--- src/verilog/tccu_pkg.sv ---
/*
   constants shared by the timer capture/compare unit: register addresses,
   field positions, masks and reset values.
   assumes an 8-bit special function register bus with one access per machine cycle.
*/
package tccu_pkg;
   localparam int unsigned NUM_CAP  = 4;
   localparam int unsigned NUM_CMP  = 3;
   localparam int unsigned TMR_W    = 16;
   localparam int unsigned NUM_IRQ  = 9;

   // -------------------------------------------------------------
   // register addresses
   // -------------------------------------------------------------
   localparam logic [7:0] ADDR_CAP_BASE   = 8'ha0;   // capture n low at base+2n, high at base+2n+1
   localparam logic [7:0] ADDR_CMP_BASE   = 8'hb0;   // compare n low at base+2n, high at base+2n+1
   localparam logic [7:0] ADDR_PORT       = 8'hc0;
   localparam logic [7:0] ADDR_IRQ_FLAG   = 8'hc8;
   localparam logic [7:0] ADDR_IRQ_EN     = 8'he8;
   localparam logic [7:0] ADDR_TMR_CTRL   = 8'hea;
   localparam logic [7:0] ADDR_CAP_EDGE   = 8'heb;
   localparam logic [7:0] ADDR_SET_EN     = 8'hee;
   localparam logic [7:0] ADDR_RST_TOG_EN = 8'hef;
   localparam logic [7:0] ADDR_IRQ_PRIO   = 8'hf8;

   // -------------------------------------------------------------
   // field positions
   // -------------------------------------------------------------
   localparam int unsigned FLAG_CMP_LSB   = 4;     // flag bits 6:4 are the compare flags
   localparam int unsigned FLAG_WIDE_OVF  = 7;
   localparam int unsigned CTRL_BYTE_OVF  = 4;
   localparam int unsigned EN_OVF         = 7;     // one enable/priority bit covers both overflows
   localparam int unsigned TOG_LO         = 6;
   localparam int unsigned TOG_HI         = 7;
   localparam int unsigned CMP_SET        = 0;
   localparam int unsigned CMP_CLR        = 1;
   localparam int unsigned CMP_TOG        = 2;
   localparam int unsigned IRQ_BYTE_OVF   = 8;

   // -------------------------------------------------------------
   // masks and reset values
   // -------------------------------------------------------------
   localparam logic [7:0]  LOW_PORT_MASK  = 8'h3f;
   localparam logic [7:0]  HI_PORT_MASK   = 8'hc0;
   localparam logic [1:0]  TOG_RESET      = 2'h3;
   localparam logic [7:0]  BYTE_ZERO      = 8'h00;
   localparam logic [15:0] WORD_ZERO      = 16'h0000;
endpackage : tccu_pkg

--- src/verilog/tccu_cmp_if.sv ---
/*
   carrier between the top and its comparator bank.
   assumes both ends run on the same machine-cycle clock.
*/
`timescale 1ns/10ps
interface tccu_cmp_if;
   import tccu_pkg::*;
   logic [TMR_W-1:0] timer;
   logic             timer_inc;
   logic [TMR_W-1:0] cmp_val [NUM_CMP];
   logic [NUM_CMP-1:0] match;

   modport ctrl (output timer, output timer_inc, output cmp_val, input match);
   modport bank (input timer, input timer_inc, input cmp_val, output match);
endinterface : tccu_cmp_if

--- src/verilog/tccu_cmp_bank.sv ---
/*
   comparator bank: one equality comparator per compare register.
   assumes timer carries the already incremented value while timer_inc is high.
*/
`timescale 1ns/10ps
module tccu_cmp_bank
   import tccu_pkg::*;
#(
   parameter int unsigned N_CMP = NUM_CMP
)
(
   tccu_cmp_if.bank cmp_bus
);
   // -------------------------------------------------------------
   // elaboration check
   // -------------------------------------------------------------
   if (N_CMP != NUM_CMP)
   begin : g_bad_count
      $error("comparator count must match the register map");
   end

   // -------------------------------------------------------------
   // comparators
   // -------------------------------------------------------------
   // combinational so that the match is known in the increment cycle itself
   for (genvar g = 0; g < N_CMP; g++)
   begin : g_cmp
      assign cmp_bus.match[g] = cmp_bus.timer_inc && (cmp_bus.timer == cmp_bus.cmp_val[g]);
   end
endmodule : tccu_cmp_bank

--- src/verilog/tccu_top.sv ---
/*
   timer capture/compare unit: capture registers, compare registers, output port
   latch, toggle flip-flops, timer interrupt flags with enables and priorities.
   assumes the timer itself lives outside and supplies its value, an increment
   strobe and overflow strobes; one clock edge is one machine cycle.
*/
`timescale 1ns/10ps
module tccu_top
   import tccu_pkg::*;
#(
   parameter int unsigned N_CAP = NUM_CAP
)
(
   input  wire logic                clk_i,
   input  wire logic                resetn_i,
   input  wire logic [7:0]          sfr_addr_i,
   input  wire logic [7:0]          sfr_wdata_i,
   input  wire logic                sfr_wr_i,
   input  wire logic                sfr_rd_i,
   output      logic [7:0]          sfr_rdata_o,
   input  wire logic [TMR_W-1:0]    timer_i,
   input  wire logic                timer_inc_i,
   input  wire logic                wide_ovf_i,
   input  wire logic                byte_ovf_i,
   input  wire logic [N_CAP-1:0]    capture_in_i,
   output      logic [7:0]          port_o,
   output      logic [NUM_IRQ-1:0]  irq_o,
   output      logic [NUM_IRQ-1:0]  irq_prio_o
);
   // -------------------------------------------------------------
   // elaboration check
   // -------------------------------------------------------------
   if (N_CAP != NUM_CAP)
   begin : g_bad_count
      $error("capture channel count must match the register map");
   end

   // -------------------------------------------------------------
   // decode helpers
   // -------------------------------------------------------------
   function automatic logic edge_hit(input logic [7:0] sel, input int unsigned ch,
                                     input logic now, input logic was);
      logic rise;
      logic fall;
      rise = now & ~was;
      fall = ~now & was;
      return (rise & sel[2*ch]) | (fall & sel[2*ch+1]);
   endfunction : edge_hit

   function automatic logic wr_hit(input logic wr, input logic [7:0] a, input logic [7:0] target);
      return wr && (a == target);
   endfunction : wr_hit

   // -------------------------------------------------------------
   // reset release
   // -------------------------------------------------------------
   logic rst_meta;
   logic rst_n;

   always_ff @(posedge clk_i or negedge resetn_i)
   begin
      if (!resetn_i)
      begin
         rst_meta <= 1'b0;
         rst_n    <= 1'b0;
      end
      else
      begin
         rst_meta <= 1'b1;
         rst_n    <= rst_meta;
      end
   end

   // -------------------------------------------------------------
   // registers
   // -------------------------------------------------------------
   logic [7:0]         cap_edge;
   logic [5:0]         set_en;
   logic [7:0]         rst_tog_en;
   logic [7:0]         irq_en;
   logic [7:0]         irq_prio;
   logic [7:0]         irq_flag;
   logic               byte_ovf_flag;
   logic [1:0]         tog_state;
   logic [7:0]         port_latch;
   logic [TMR_W-1:0]   cmp_reg [NUM_CMP];
   logic [TMR_W-1:0]   cap_reg [NUM_CAP];
   logic [NUM_CMP-1:0] match_d;
   logic [7:0]         next_flag;
   logic [7:0]         next_en;
   logic               next_byte_ovf;
   logic [7:0]         next_port;
   logic [1:0]         next_tog;
   logic [NUM_CAP-1:0] cap_hit;

   always_ff @(posedge clk_i or negedge rst_n)
   begin
      if (!rst_n)
      begin
         cap_edge   <= BYTE_ZERO;
         set_en     <= LOW_PORT_MASK[5:0] & BYTE_ZERO[5:0];
         rst_tog_en <= BYTE_ZERO;
         irq_en     <= BYTE_ZERO;
         irq_prio   <= BYTE_ZERO;
      end
      else
      begin
         if (wr_hit(sfr_wr_i, sfr_addr_i, ADDR_CAP_EDGE))
            cap_edge <= sfr_wdata_i;
         if (wr_hit(sfr_wr_i, sfr_addr_i, ADDR_SET_EN))
            set_en <= sfr_wdata_i[5:0];   // bits 7,6 are read only
         if (wr_hit(sfr_wr_i, sfr_addr_i, ADDR_RST_TOG_EN))
            rst_tog_en <= sfr_wdata_i;
         if (wr_hit(sfr_wr_i, sfr_addr_i, ADDR_IRQ_EN))
            irq_en <= sfr_wdata_i;
         if (wr_hit(sfr_wr_i, sfr_addr_i, ADDR_IRQ_PRIO))
            irq_prio <= sfr_wdata_i;
      end
   end

   // compare registers, byte-wide halves
   for (genvar g = 0; g < NUM_CMP; g++)
   begin : g_cmp_reg
      localparam logic [7:0] A_LO = ADDR_CMP_BASE + 8'(2*g);
      localparam logic [7:0] A_HI = ADDR_CMP_BASE + 8'(2*g+1);
      always_ff @(posedge clk_i or negedge rst_n)
      begin
         if (!rst_n)
            cmp_reg[g] <= WORD_ZERO;
         else
         begin
            if (wr_hit(sfr_wr_i, sfr_addr_i, A_LO))
               cmp_reg[g][7:0] <= sfr_wdata_i;
            if (wr_hit(sfr_wr_i, sfr_addr_i, A_HI))
               cmp_reg[g][15:8] <= sfr_wdata_i;
         end
      end
   end

   // -------------------------------------------------------------
   // comparator bank
   // -------------------------------------------------------------
   tccu_cmp_if cmp_bus ();

   assign cmp_bus.timer     = timer_i;
   assign cmp_bus.timer_inc = timer_inc_i;
   for (genvar g = 0; g < NUM_CMP; g++)
   begin : g_cmp_wire
      assign cmp_bus.cmp_val[g] = cmp_reg[g];
   end

   tccu_cmp_bank #(
      .N_CMP (NUM_CMP)
   ) u_cmp_bank (
      .cmp_bus (cmp_bus.bank)
   );

   // -------------------------------------------------------------
   // capture inputs
   // -------------------------------------------------------------
   // two flops for metastability, a third holds last cycle's sample
   logic [NUM_CAP-1:0] cap_meta;
   logic [NUM_CAP-1:0] cap_sync;
   logic [NUM_CAP-1:0] cap_prev;

   always_ff @(posedge clk_i or negedge rst_n)
   begin
      if (!rst_n)
      begin
         cap_meta <= '0;
         cap_sync <= '0;
         cap_prev <= '0;
      end
      else
      begin
         cap_meta <= capture_in_i;
         cap_sync <= cap_meta;
         cap_prev <= cap_sync;
      end
   end

   for (genvar g = 0; g < NUM_CAP; g++)
   begin : g_cap
      assign cap_hit[g] = edge_hit(cap_edge, g, cap_sync[g], cap_prev[g]);
      always_ff @(posedge clk_i or negedge rst_n)
      begin
         if (!rst_n)
            cap_reg[g] <= WORD_ZERO;
         else if (cap_hit[g])
            cap_reg[g] <= timer_i;   // captured at the end of the detecting cycle
      end
   end

   // -------------------------------------------------------------
   // interrupt flags
   // -------------------------------------------------------------
   always_ff @(posedge clk_i or negedge rst_n)
   begin
      if (!rst_n)
         match_d <= '0;
      else
         match_d <= cmp_bus.match;
   end

   // enable written this cycle already gates the request, so a request follows an enable write on that write's edge
   assign next_en = wr_hit(sfr_wr_i, sfr_addr_i, ADDR_IRQ_EN) ? sfr_wdata_i : irq_en;

   // a hardware set beats a software clear in the same cycle
   always_comb
   begin
      next_flag     = irq_flag;
      next_byte_ovf = byte_ovf_flag;
      if (wr_hit(sfr_wr_i, sfr_addr_i, ADDR_IRQ_FLAG))
         next_flag = sfr_wdata_i;
      if (wr_hit(sfr_wr_i, sfr_addr_i, ADDR_TMR_CTRL))
         next_byte_ovf = sfr_wdata_i[CTRL_BYTE_OVF];
      next_flag[NUM_CAP-1:0] = next_flag[NUM_CAP-1:0] | cap_hit;
      next_flag[FLAG_CMP_LSB +: NUM_CMP] = next_flag[FLAG_CMP_LSB +: NUM_CMP] | match_d;
      next_flag[FLAG_WIDE_OVF] = next_flag[FLAG_WIDE_OVF] | wide_ovf_i;
      next_byte_ovf = next_byte_ovf | byte_ovf_i;
   end

   always_ff @(posedge clk_i or negedge rst_n)
   begin
      if (!rst_n)
      begin
         irq_flag      <= BYTE_ZERO;
         byte_ovf_flag <= 1'b0;
      end
      else
      begin
         irq_flag      <= next_flag;
         byte_ovf_flag <= next_byte_ovf;
      end
   end

   // requests follow the flags in the same cycle by using the next values
   always_ff @(posedge clk_i or negedge rst_n)
   begin
      if (!rst_n)
      begin
         irq_o      <= '0;
         irq_prio_o <= '0;
      end
      else
      begin
         irq_o[7:0]         <= next_flag & next_en;
         irq_o[IRQ_BYTE_OVF] <= next_byte_ovf & next_en[EN_OVF];
         if (wr_hit(sfr_wr_i, sfr_addr_i, ADDR_IRQ_PRIO))
         begin
            irq_prio_o[7:0]          <= sfr_wdata_i;
            irq_prio_o[IRQ_BYTE_OVF] <= sfr_wdata_i[EN_OVF];
         end
      end
   end

   // -------------------------------------------------------------
   // output port latch and toggle flip-flops
   // -------------------------------------------------------------
   always_comb
   begin
      next_port = port_latch;
      next_tog  = tog_state;
      if (wr_hit(sfr_wr_i, sfr_addr_i, ADDR_PORT))
         next_port = sfr_wdata_i;
      // match updates applied after the software write so they take precedence
      if (cmp_bus.match[CMP_SET])
         next_port[5:0] = next_port[5:0] | set_en;
      if (cmp_bus.match[CMP_CLR])
         next_port[5:0] = next_port[5:0] & ~rst_tog_en[5:0];   // clear last so it wins
      if (cmp_bus.match[CMP_TOG])
      begin
         if (rst_tog_en[TOG_LO])
         begin
            next_port[TOG_LO] = tog_state[0];
            next_tog[0]       = ~tog_state[0];
         end
         if (rst_tog_en[TOG_HI])
         begin
            next_port[TOG_HI] = tog_state[1];
            next_tog[1]       = ~tog_state[1];
         end
      end
   end

   always_ff @(posedge clk_i or negedge rst_n)
   begin
      if (!rst_n)
      begin
         port_latch <= BYTE_ZERO;
         port_o     <= BYTE_ZERO;
         tog_state  <= TOG_RESET;   // first toggle sets the latch
      end
      else
      begin
         port_latch <= next_port;
         port_o     <= next_port;   // pin updates on the same edge as the latch for both sources
         tog_state  <= next_tog;
      end
   end

   // -------------------------------------------------------------
   // register read
   // -------------------------------------------------------------
   logic [7:0] rd_mux;

   always_comb
   begin
      rd_mux = BYTE_ZERO;
      case (sfr_addr_i)
         ADDR_CAP_EDGE   : rd_mux = cap_edge;
         ADDR_SET_EN     : rd_mux = {tog_state, set_en};
         ADDR_RST_TOG_EN : rd_mux = rst_tog_en;
         ADDR_IRQ_EN     : rd_mux = irq_en;
         ADDR_IRQ_PRIO   : rd_mux = irq_prio;
         ADDR_IRQ_FLAG   : rd_mux = irq_flag;
         ADDR_TMR_CTRL   : rd_mux = BYTE_ZERO | (8'(byte_ovf_flag) << CTRL_BYTE_OVF);
         ADDR_PORT       : rd_mux = port_latch;
         default         : rd_mux = BYTE_ZERO;
      endcase
      for (int i = 0; i < NUM_CAP; i++)
      begin
         if (sfr_addr_i == ADDR_CAP_BASE + 8'(2*i))
            rd_mux = cap_reg[i][7:0];
         if (sfr_addr_i == ADDR_CAP_BASE + 8'(2*i+1))
            rd_mux = cap_reg[i][15:8];
      end
      for (int i = 0; i < NUM_CMP; i++)
      begin
         if (sfr_addr_i == ADDR_CMP_BASE + 8'(2*i))
            rd_mux = cmp_reg[i][7:0];
         if (sfr_addr_i == ADDR_CMP_BASE + 8'(2*i+1))
            rd_mux = cmp_reg[i][15:8];
      end
   end

   always_ff @(posedge clk_i or negedge rst_n)
   begin
      if (!rst_n)
         sfr_rdata_o <= BYTE_ZERO;
      else if (sfr_rd_i)
         sfr_rdata_o <= rd_mux;
   end
endmodule : tccu_top

--- config.mk ---
export PLATFORM = sky130hd
export DESIGN_NAME = tccu_top
export DESIGN_NICKNAME = d
export VERILOG_FILES = /design/src/verilog/tccu_pkg.sv /design/src/verilog/tccu_cmp_if.sv /design/src/verilog/tccu_cmp_bank.sv /design/src/verilog/tccu_top.sv
export SDC_FILE = /design/constraint.sdc
export NUM_CORES = 1
export LEC_CHECK = 0
export ABC_AREA = 1
export ABC_CLOCK_PERIOD_IN_PS = 10900
export BUFFER_PORTS_ARGS = -buffer_cell sky130_fd_sc_hd__buf_2
export CORE_MARGIN = 2
export CORE_UTILIZATION = 55
export CTS_CLUSTER_DIAMETER = 30
export DETAILED_ROUTE_END_ITERATION = 10
export GPL_TIMING_DRIVEN = 0
export PLACE_DENSITY = 0.8
export SLEW_MARGIN = 25
export SYNTH_ARGS = -nofsm -noshare
export SYNTH_HDL_FRONTEND = slang
export SYNTH_SLANG_ARGS = --single-unit
--- constraint.sdc ---
create_clock -name clk_i -period 10.9 [get_ports clk_i]
set_clock_uncertainty 0.2 [all_clocks]
set_input_delay 1.635 -clock clk_i [delete_from_list [all_inputs] [get_ports clk_i]]
set_output_delay 1.635 -clock clk_i [all_outputs]
set_load 0.01 [all_outputs]
After elaboration in Yosys (flattened, before gate mapping). Index checks and enable logic that the tools add are counted.

Logic and storage cells: 136. Input bits: 43. Register bits after elaboration: 211.

Bitwise operators: 39. Equal/unequal tests: 25. Mux-type cells: 24. Reduce and logical (&&, ||, !) cells: 19.

Operator list (count): $eq A8 B8 Y1 const B (22); $mux W8 (17); $pmux W8 S8 (1); $eq A16 B16 Y1 (3); $and A1 B1 Y1 (17); $logic_and A1 B1 Y1 (17); $mux W6 (2); $not A1 Y1 (10); $and A8 B8 Y8 (1); $and A6 B6 Y6 (1); $not A6 Y6 (1); $or A1 B1 Y1 (6); $or A6 B6 Y6 (1); $or A4 B4 Y4 (1); $reduce_and A2 Y1 (2); $mux W1 (3); $or A3 B3 Y3 (1); $mux W2 (1).

Depth between registers and ports, before layout. Gate-level depths: netlist (run 1).

Depth in word-level cells: 16. Mapped depth: 16. Depth with buffers taken out: 15.

Hierarchy. From an unflattened synthesis (run 1), not the netlist that was laid out.

Cells, all modules: 1261. Area total of the unflattened synthesis: 9831.9 um^2.

By module, submodules not included: tccu_top (instances 1, cells an instance 1080, area an instance 9048.7 um^2); tccu_cmp_bank (instances 1, cells an instance 181, area an instance 783.3 um^2).

Least setup slack after synthesis (run 1). OpenSTA, ideal clock, no wires.

Path type: in2reg. Start point: input sfr_addr_i[4]. End point: register sfr_rdata_o[5]. Required time: 10.584 ns. Buffers on the path: 0. Stages: 13. Library setup time: 0.116 ns. Slack: 7.714 ns. Data arrival time: 2.870 ns. Cells stage by stage: inv_1 -> nand2_1 -> nor2_2 -> nand2_1 -> nor2_4 -> inv_2 -> or2_2 -> nand2_1 -> nand4_1 -> nor2_1 -> nand4_1 -> nand2_1 -> nand2_1.

Cells in the longest elaborated chain, start to end: 16.

Ends and longest elaborated chain: start, declared (RTL line tccu_top.sv:16) `input wire logic [7:0] sfr_addr_i,`; $eq A8 B8 Y1 (RTL line tccu_top.sv:310) `case (sfr_addr_i)`; $pmux W8 S8 (RTL line tccu_top.sv:310); $mux W8 (RTL line tccu_top.sv:323) `if (sfr_addr_i == ADDR_CAP_BASE + 8'(2*i))`; $mux W8 (RTL line tccu_top.sv:325) `if (sfr_addr_i == ADDR_CAP_BASE + 8'(2*i+1))`; $mux W8 (RTL line tccu_top.sv:323); $mux W8 (RTL line tccu_top.sv:325); $mux W8 (RTL line tccu_top.sv:323); $mux W8 (RTL line tccu_top.sv:325); $mux W8 (RTL line tccu_top.sv:323); $mux W8 (RTL line tccu_top.sv:325); $mux W8 (RTL line tccu_top.sv:330) `if (sfr_addr_i == ADDR_CMP_BASE + 8'(2*i))`; $mux W8 (RTL line tccu_top.sv:332) `if (sfr_addr_i == ADDR_CMP_BASE + 8'(2*i+1))`; $mux W8 (RTL line tccu_top.sv:330); $mux W8 (RTL line tccu_top.sv:332); $mux W8 (RTL line tccu_top.sv:330); $mux W8 * (RTL line tccu_top.sv:332); end signal, assigned (RTL line tccu_top.sv:342) `sfr_rdata_o <= rd_mux;`; end, declared (RTL line tccu_top.sv:20) `output logic [7:0] sfr_rdata_o,`.

Mark *: on every way between the ends. The rest lies on a longest branch, timed or not. A chain may end at the register's enable or synchronous reset.

Worst setup path after layout (run 1). Same ends and word-level chain as after synthesis.

==> impl_metrics.yaml, run 1 <==
clocking:
  cts_buffers: 44
  cts_tree: "done"
  cts_resized: 0
  holdBufCountCts: 0
  root_buffer: "clkbuf_16"
  cts.sinks: 203
  cts_buffer_depth: 3
  cts_setup_buffers: 0
  clk_latency_ps: 520
  h-tree-depth: 2
  clk_pin_slew_ps: 50
place:
  io_buffers: 75
  gp_congestion: 1.012
  pre_cts_slack_ps: 6854
  dpl.hpwl_um: 23270
logic_synthesis:
  synth.distinct_cells: 39
  synth_top_area_cell: "dfrtp_1"
  synth_nets: 1273
  synth.top_cell.area_share_pct: 51.34
  synth_edf_count: 0
  synth.area.top_cells: "dfrtp_1 51%, nand2_1 14%, o21ai_0 7.5%"
  synth-seq-cells: 203
  synth-warning-count: 0
  synth_area_per_cell_um2: 7.965
  seq_area_frac_synth_pct: 51.88
  synth_async_sr_flop_share_pct: 100.0
  netlist_instances: 1230
  yosysMostFrequentCell: "nand2_1"
  ys.flop_type: "dfrtp_1"
  synth_area_um2: 9797
  synth_commonest_cells: "372 x nand2_1, 201 x dfrtp_1, 146 x o21ai_0"
timing:
  hold_violations: 0
  rsz0062_at_grt: "no"
  finalSetupViolCount: 0
  slew_violations: 0
  tns_ps: 0
  tightest_slew_ps: 963.9
  max_freq_mhz: 272.1
  finalCritPeriodShare_pct: 33.72
  relSlewSlack_pct: 35.24
  worst_slack_ps: 7225
  period_needed_ps: 3675
drt:
  drc_errors: 0
  vias: 9450
  detail_route.wl_per_cell_um: 20.76
  drtAntennaViolNets: 0
  viasPerCell: 5.851
  drt_first_iter_violations: 1100
  routed_wl_um: 33530
  drtPass1Iterations: 6
critical_path:
  path_max_fanout: 10
  crit_path_end_kind: "flop"
  arrival_ps: 3880
  cp.required_ps: 11100
  path_class: "input port to flop"
  cp-start-kind: "input port"
floorplanning:
  dieArea_um2: 18900
  design.core.area_um2: 17360
  fp-row-count: 48
  ios: 77
  die_h_um: 137.5
  die_w_um: 137.5
  start_util_pct: 56.44
grt:
  first_global_vias: 9261
  grt_start_max_net_pins: 55
  antenna_found_initial: 0
  grt_first_pass_wirelength_um: 51430
  overflow: 0
  grt_use_total_pct: 36.99
job:
  max_cap_violations: 0
min_path:
  worstHoldPathType: "flop to flop"
power_and_ir_drop:
  leakagePower_nw: 5.869
  vdd_drop_max_uv: 151.8
  powerDensity_nw_per_um2: 200.6
cells_and_area:
  largest_reg_flops: 64
  drive_gt1_share_pct: 15.20
  fin_nets: 1397
  fillers: 1404
  syn_to_final_growth_pct: 23.65
status:
  status: "completed"
==> cell usage in the layout, fill, tap and decap left out, types with 6 or more instances in the layout <==
cell and instances:
o21a_1 29, nor3_1 9, clkbuf_16 45, inv_1 96
nand3_1 66, bufinv_16 8, nor2_1 96, or2_2 11
nand2_1 372, nor4_1 13, o21ai_0 146, buf_2 84
inv_2 11, a21oi_1 39, clkinv_2 6, clkbuf_1 34
clkbuf_8 6, dfrtp_1 200, xor2_1 11, nand4_1 30
nor2_2 17
==> logic make-up (layout without fill, tap and decap cells) <==
| kind of cell | count (synthesis) | after routing | synth area share (%) |
|---|---|---|---|
| buffers and inverters | 149 | 307 | 5.977 |
| AO/OA/AOI/OAI | 235 | 235 | 13.41 |
| XOR/XNOR | 16 | 16 | 1.430 |
| AND/OR/NAND/NOR | 626 | 626 | 27.27 |
| other | 1 | 3 | 0.03828 |
| flip-flops | 203 | 203 | 51.88 |
==> routing by layer <==
layer	global-route usage [%]	share of wire, %	vias up
met5	0	0	-
met4	15.23	3.6	0
met3	8.867	11	81
met2	56.33	45	583
met1	51.02	41	4497
li1	-	-	4289
==> path summary, 6_finish.rpt <==
| kind | startpoint | endpoint | slack, ps | cells past startpoint |
|---|---|---|---|---|
| setup / recovery | sfr_addr_i[4] | sfr_rdata_o[5]$_DFFE_PN0P_ | 7220 | 17 |
| hold / removal | cap_meta[0]$_DFF_PN0_ | cap_sync[0]$_DFF_PN0_ | 140 | 0 |
| setup reg to reg | irq_en[5]$_DFF_PN0_ | sfr_rdata_o[5]$_DFFE_PN0P_ | 8600 | 12 |
| hold reg to reg | cap_meta[0]$_DFF_PN0_ | cap_sync[0]$_DFF_PN0_ | 140 | 0 |
| max in group asynchronous | rst_n$_DFF_PN0_ | cap_reg[22]$_DFFE_PN0P_ | 9270 | 2 |
| min in group asynchronous | rst_n$_DFF_PN0_ | cap_meta[3]$_DFF_PN0_ | 170 | 0 |
==> final cells by class <==
cell class	instances	area [um2]	share of cell area, %
Sequential cell	203	5086	41.99
Timing Repair Buffer	78	457.9	3.780
Inverter	110	412.9	3.408
Buffer	39	172.7	1.425
Multi-Input combinational cell	878	4129	34.08
Clock buffer	58	1235	10.19
Antenna cell	2	5.005	0.04131
Clock inverter	22	334.1	2.758
Tap cell	225	281.5	2.324
==> where the power goes <==
part           total, W  switching, W  internal (W)
Combinational  0.000171      0.000117     0.0000549
Clock           0.00140      0.000419      0.000981
Sequential     0.000860     0.0000465      0.000813
Total           0.00243      0.000582       0.00185
==> critical path, stage by stage <==
cell and delay [ps]:
buf_2 90, inv_1 60, nand2_1 110, nor2_2 120, buf_2 230, nand3_1 170
nand2_1 60, nor2_1 280, nand3_1 140, nand2_1 130, nand4_1 100, nand2_1 110
nand4_1 180, nor2_1 140, nand4_1 160, nand2_1 100, nand2_1 50
==> through the flow <==
step | area [um2] | std cells | total power, W | hold WS, ps | util (%)
finish | 12110 | 1615 | 0.002430 | 143.9 | 69.80
floorplan | 9797 | 1230 | 0.0009553 | 131.2 | -
detailed placement | 10540 | 1533 | 0.001034 | 134.7 | 60.73
global placement | 10450 | 1530 | 0.001025 | 132.1 | 60.23
CTS | 12110 | 1613 | 0.002432 | 145.1 | 69.77
global route | 12110 | 1613 | 0.002499 | 152.0 | 69.77
Power figures use the tool's default switching activity.
==> run 2: changes to the inputs <==
- ABC_AREA: 1 -> 0
- ABC_CLOCK_PERIOD_IN_PS: 10900 -> 3150
- PLACE_DENSITY: 0.8 -> 0.83
- clock period: 10.9 -> 3.15 ns (I/O delays scaled with it)
==> impl_metrics.yaml, run 2 <==
critical_path:
  path_max_fanout: 10
  crit_chain: "buf_2, buf_2, nor2b_1, nand4_1, o22a_1, o221a_2, a22oi_1, nand2_1"
  rrSetupSlack_ps: 490
  critPathMostFrequentCell: "buf_2"
  r2r_end: "cap_reg[23]$_DFFE_PN0P_"
  path_class: "input port to flop"
  rr_startpoint: "cap_edge[5]$_DFFE_PN0P_"
  slowest_delay_ps: 820
  cp.required_ps: 3340
  cp_slowest_cell: "nor2b_1"
  cp_top_family: "simple AND/OR/NAND/NOR gates"
  crit_path_end_kind: "flop"
  worst-r2r-cell-count: 4
  arrival_ps: 3050
  cp-start-kind: "input port"
  critPathBufInv: 2
status:
  status: "completed"
cells_and_area:
  fin_cells: 1338
  fillers: 1364
  multi_input_area_um2: 4684
  fin_nets: 1117
  largest_reg_flops: 64
  final-seq-area_um2: 5086
  mostFrequentLayoutCells: "200 x dfrtp_1, 105 x mux2_2, 100 x nand2_1, 84 x o21ai_0, 81 x buf_2"
  drive_gt1_share_pct: 25.45
  syn_to_final_growth_pct: 23.00
  layout_commonest_cell: "dfrtp_1"
power_and_ir_drop:
  powerDensity_nw_per_um2: 721.0
  leakagePower_nw: 5.646
  vdd_drop_max_uv: 533.7
logic_synthesis:
  synth.area.top_cells: "dfrtp_1 50%, mux2_2 12%, o21ai_0 4.2%"
  synth_nets: 1005
  synth_commonest_cells: "201 x dfrtp_1, 105 x mux2_2, 100 x nand2_1"
  synth-seq-cells: 203
  synth.distinct_cells: 66
  synth_edf_count: 0
  ys.flop_type: "dfrtp_1"
  synth-warning-count: 0
  yosysMostFrequentCell: "dfrtp_1"
  netlist_instances: 962
  synth_area_per_cell_um2: 10.52
  synth_async_sr_flop_share_pct: 100.0
  synth_top_area_cell: "dfrtp_1"
  seq_area_frac_synth_pct: 50.21
  synth_area_um2: 10120
  synth.top_cell.area_share_pct: 49.69
timing:
  tns_ps: 0
  finalCritPeriodShare_pct: 90.98
  max_freq_mhz: 348.9
  finalSetupViolCount: 0
  hold_ws_ps: 19.41
  relSlewSlack_pct: 24.97
  period_needed_ps: 2866
  slew_violations: 0
  rsz0062_at_grt: "no"
  hold_violations: 0
  tightest_slew_ps: 1118
drt:
  vias: 8885
  drt_first_iter_violations: 1264
  drc_errors: 0
  viasPerCell: 6.641
  top_layer: "met4"
  drtAntennaViolNets: 0
  wl_met1_um: 13400
  dr_wl_met2_um: 15660
  wl_met3_um: 3896
  drtPass1Iterations: 6
  detail_route.wl_per_cell_um: 26.26
  routed_wl_um: 35130
floorplanning:
  dieArea_um2: 19500
  start_util_pct: 56.16
  die_h_um: 139.7
  die_w_um: 139.7
  design.core.area_um2: 18020
  fp-row-count: 49
  ios: 77
min_path:
  min_delay_worst_endpoint: "cmp_bus.cmp_val[22]$_DFFE_PN0P_"
  min_from: "sfr_wdata_i[6]"
  whs_path_depth: 2
  worstHoldPathType: "input port to flop"
clocking:
  cts_buffer_depth: 3
  cts.sinks: 203
  cts_resized: 0
  h-tree-depth: 2
  clk_latency_ps: 520
  root_buffer: "clkbuf_16"
  holdBufCountCts: 7
  cts_tree: "done"
  clk_pin_slew_ps: 40
  cts_setup_buffers: 0
  cts_buffers: 42
job:
  max_cap_violations: 0
grt:
  grt_first_pass_wirelength_um: 53360
  overflow: 0
  first_global_vias: 8920
  antenna_found_initial: 1
  grt_start_max_net_pins: 55
  grt_use_total_pct: 36.19
place:
  dp_cells: 1252
  dpl.hpwl_um: 24430
  gp_congestion: 1.021
  io_buffers: 58
-- run 2: metrics by stage --
stage	cell area (um2)	power (W)	util (%)	setup WS (ps)
3_3_place_gp	10700	0.004051	59.38	50.32
2_1_floorplan	10130	0.003768	-	838.3
4_1_cts	12440	0.008958	68.99	399.0
3_5_place_dp	10790	0.004116	59.87	-29.10
6_report	12450	0.008977	69.08	284.2
5_1_grt	12450	0.009234	69.06	374.0
-- run 2: cells by family after synthesis --
| group | Yosys count | share of synthesized area [%] |
|---|---|---|
| AO/OA/AOI/OAI | 238 | 14.98 |
| XOR/XNOR | 50 | 4.326 |
| buffers and inverters | 86 | 3.696 |
| flip-flops | 203 | 50.21 |
| multiplexers | 120 | 13.54 |
| other | 1 | 0.03705 |
| AND/OR/NAND/NOR | 264 | 13.21 |
-- run 2: report_power, final --
part	switching (W)	internal [W]	leakage, nW	total, W
logic	0.000486	0.000438	2.20	0.000924
registers	0.000246	0.00295	2.69	0.00320
clock network	0.00146	0.00339	0.757	0.00485
total	0.00220	0.00678	5.65	0.00898
-- run 2: worst reg2reg max path: cells and delay by family, from the launching register on --
kind	cells	cell delay (ps)
DFF	1	380
buffers and inverters	1	620
and+or+nand+nor	1	60
AOI/OAI and AO/OA	1	850
muxes	1	420
-- run 2: per-layer routing --
| layer | up-vias | GRT usage [%] |
|---|---|---|
| met2 | 666 | 55.80 |
| met3 | 163 | 8.156 |
| met4 | 0 | 19.26 |
| met1 | 4318 | 48.08 |
| li1 | 3738 | - |
| met5 | - | 0 |
-- run 2: worst max-delay path by stage --
stage	end	slack [ps]	start	cells past startpoint
floorplan	sfr_rdata_o[6]$_DFFE_PN0P_	840	sfr_addr_i[5]	9
global placement	sfr_rdata_o[4]$_DFFE_PN0P_	50	sfr_addr_i[0]	8
detailed placement	port_latch[5]$_DFF_PN0_	-30	timer_i[1]	7
CTS	cap_reg[51]$_DFFE_PN0P_	400	cap_edge[1]$_DFFE_PN0P_	4
global route	sfr_rdata_o[4]$_DFFE_PN0P_	370	sfr_addr_i[0]	8
finish	sfr_rdata_o[4]$_DFFE_PN0P_	280	sfr_addr_i[0]	8
-- run 2: final cells by class --
type / count / share of cell area [%]
sequential: 203 / 40.85
buffer: 72 / 2.583
multi-input combinational: 673 / 37.62
clock buffer: 55 / 9.828
inverter: 14 / 0.4221
clock inverter: 23 / 2.814
antenna: 1 / 0.02010
timing repair buffer: 68 / 3.557
tap: 229 / 2.301
==> run 3: changes to the inputs <==
--- a/config.mk
+++ b/config.mk
@@ -15,4 +15,5 @@
 export GPL_TIMING_DRIVEN = 0
 export PLACE_DENSITY = 0.83
+export RECOVER_POWER = 100
 export SLEW_MARGIN = 25
 export SYNTH_ARGS = -nofsm -noshare
--- a/constraint.sdc
+++ b/constraint.sdc
@@ -3,3 +3,3 @@
 set_input_delay 0.4725 -clock clk_i [delete_from_list [all_inputs] [get_ports clk_i]]
 set_output_delay 0.4725 -clock clk_i [all_outputs]
-set_load 0.01 [all_outputs]
+set_load 0.1 [all_outputs]
==> impl_metrics.yaml, run 3 (synthesized netlist as in run 2, its figures left out) <==
status:
  status: "finished with violations"
  violations: "capacitance limit, slew limit"
grt:
  first_global_vias: 8920
  overflow: 0
  grt_first_pass_wirelength_um: 53360
  antenna_found_initial: 1
  grt_start_max_net_pins: 55
  grt_use_total_pct: 36.19
critical_path:
  crit_path_end_kind: "flop"
  cp_top_family: "buffers and inverters"
  slowest_delay_ps: 500
  worstSetupPathDepth: 8
  critPathBufInv: 5
  r2r_end: "port_latch[5]$_DFF_PN0_"
  path_max_fanout: 10
  rrSetupSlack_ps: 460
  cp-start-kind: "input port"
  cp.required_ps: 3340
  cp-startpoint: "sfr_addr_i[1]"
  arrival_ps: 3080
  crit_chain: "clkbuf_1, buf_2, clkbuf_1, buf_2, clkbuf_1, o2111ai_1, a211oi_1, nor3_1"
  rr_startpoint: "cmp_bus.cmp_val[33]$_DFFE_PN0P_"
  endpoint: "sfr_rdata_o[2]$_DFFE_PN0P_"
  cp_slowest_cell: "a211oi_1"
  critPathMostFrequentCell: "clkbuf_1"
  worst-r2r-cell-count: 6
  path_class: "input port to flop"
power_and_ir_drop:
  p_total_w: 0.009132
  powerDensity_nw_per_um2: 738.2
  internal-power_w: 0.006773
  vdd_drop_max_uv: 568.3
  switchingPower_w: 0.002359
  leakagePower_nw: 5.443
  pwr-share-clk_pct: 53.3
  seqPwrFrac_pct: 35.0
  p_comb_share_pct: 11.6
  swShare_pct: 25.83
clocking:
  holdBufCountCts: 7
  cts_resized: 0
  h-tree-depth: 2
  root_buffer: "clkbuf_16"
  cts_tree: "done"
  cts_buffer_depth: 3
  clk_latency_ps: 530
  cts_setup_buffers: 0
  clk_pin_slew_ps: 50
  cts.sinks: 203
  cts_buffers: 42
timing:
  relSlewSlack_pct: -37.27
  slew_violations: 49
  tightest_slew_ps: 2059
  hold_ws_ps: 17.21
  worst_slack_ps: 257.6
  finalCritPeriodShare_pct: 91.82
  finalSetupViolCount: 0
  hold_violations: 0
  period_needed_ps: 2892
  rsz0062_at_grt: "no"
  max_freq_mhz: 345.7
drt:
  routed_wl_um: 35010
  vias: 8894
  detail_route.wl_per_cell_um: 26.19
  viasPerCell: 6.652
  drc_errors: 0
  drtPass1Iterations: 5
  drtAntennaViolNets: 0
  drt_first_iter_violations: 1172
place:
  gp_congestion: 1.021
  pre_cts_slack_ps: -29.10
  io_buffers: 58
  dpl-instance-area_um2: 10790
  dpl.hpwl_um: 24430
floorplanning:
  design.core.area_um2: 18020
  dieArea_um2: 19500
  die_h_um: 139.7
  start_util_pct: 56.16
  fp-row-count: 49
  ios: 77
  die_w_um: 139.7
job:
  max_cap_violations: 1
cells_and_area:
  utilization_pct: 68.63
  fillers: 1394
  finalInstanceArea_um2: 12370
  fin_nets: 1117
  layout_commonest_cell: "dfrtp_1"
  multi_input_area_um2: 4667
  mostFrequentLayoutCells: "201 x dfrtp_1, 105 x mux2_2, 100 x nand2_1, 92 x clkbuf_1, 84 x o21ai_0"
  syn_to_final_growth_pct: 22.21
  largest_reg_flops: 64
  drive_gt1_share_pct: 21.12
  final-seq-area_um2: 5082
  antenna_cells: 0
min_path:
  worstHoldPathType: "input port to flop"
[run 3: cell types whose count changed in the layout (fill, tap and decap cells not counted), sizes merged]
cell / previous run / this run
diode: 1 / 0
buf: 90 / 45
clkbuf: 98 / 143
[run 3: power groups by stage]
stage          sequential, W  clock (W)  combinational [W]
2_1_floorplan        0.00331          0           0.000600
3_3_place_gp         0.00324          0           0.000964
3_5_place_dp         0.00322          0            0.00104
4_1_cts              0.00319    0.00486            0.00106
5_1_grt              0.00323    0.00502            0.00113
6_report             0.00320    0.00487            0.00106
[run 3: metrics by stage]
| step | setup TNS [ps] | instances |
|---|---|---|
| 2_1_floorplan | 0 | 962 |
| 3_3_place_gp | 0 | 1249 |
| 3_5_place_dp | -57.88 | 1252 |
| 4_1_cts | 0 | 1337 |
| 5_1_grt | 0 | 1337 |
| 6_report | 0 | 1337 |
[run 3: worst min-delay path by stage]
stage                        start                         endpoint  slack [ps]  cells after the start
finish              sfr_wdata_i[6]  cmp_bus.cmp_val[22]$_DFFE_PN0P_          20                      2
global route        sfr_wdata_i[6]  cmp_bus.cmp_val[22]$_DFFE_PN0P_          20                      2
floorplan                 resetn_i               rst_meta$_DFF_PN0_         -20                      0
global placement          resetn_i               rst_meta$_DFF_PN0_          60                      1
detailed placement        resetn_i               rst_meta$_DFF_PN0_          60                      1
CTS                 sfr_wdata_i[6]  cmp_bus.cmp_val[22]$_DFFE_PN0P_           8                      2
[run 3: layout make-up]
type / instances / share of cell area [%]
plain buffers: 72 / 2.529
clock buffers: 55 / 9.892
clock inverters: 23 / 2.832
inverters: 14 / 0.4248
multi-input cells: 673 / 37.73
flip-flops and latches: 203 / 41.08
well taps: 229 / 2.316
repair buffers: 68 / 3.196
[run 3: worst reg2reg max path, stage by stage, from the launching register on]
cell     delay [ps]
dfrtp_1         410
xor2_1          170
nor4_1          340
nand4_1         190
nor4_2          950
a21oi_1         190
a21oi_1         170
[run 3: routing by layer]
metal / vias to the layer above / track usage [%] / wire (um)
met3: 160 / 8.156 / 3712
met4: 0 / 19.26 / 2062
met5: - / 0 / 0
met1: 4361 / 48.08 / 13490
met2: 644 / 55.80 / 15740
li1: 3729 / - / -
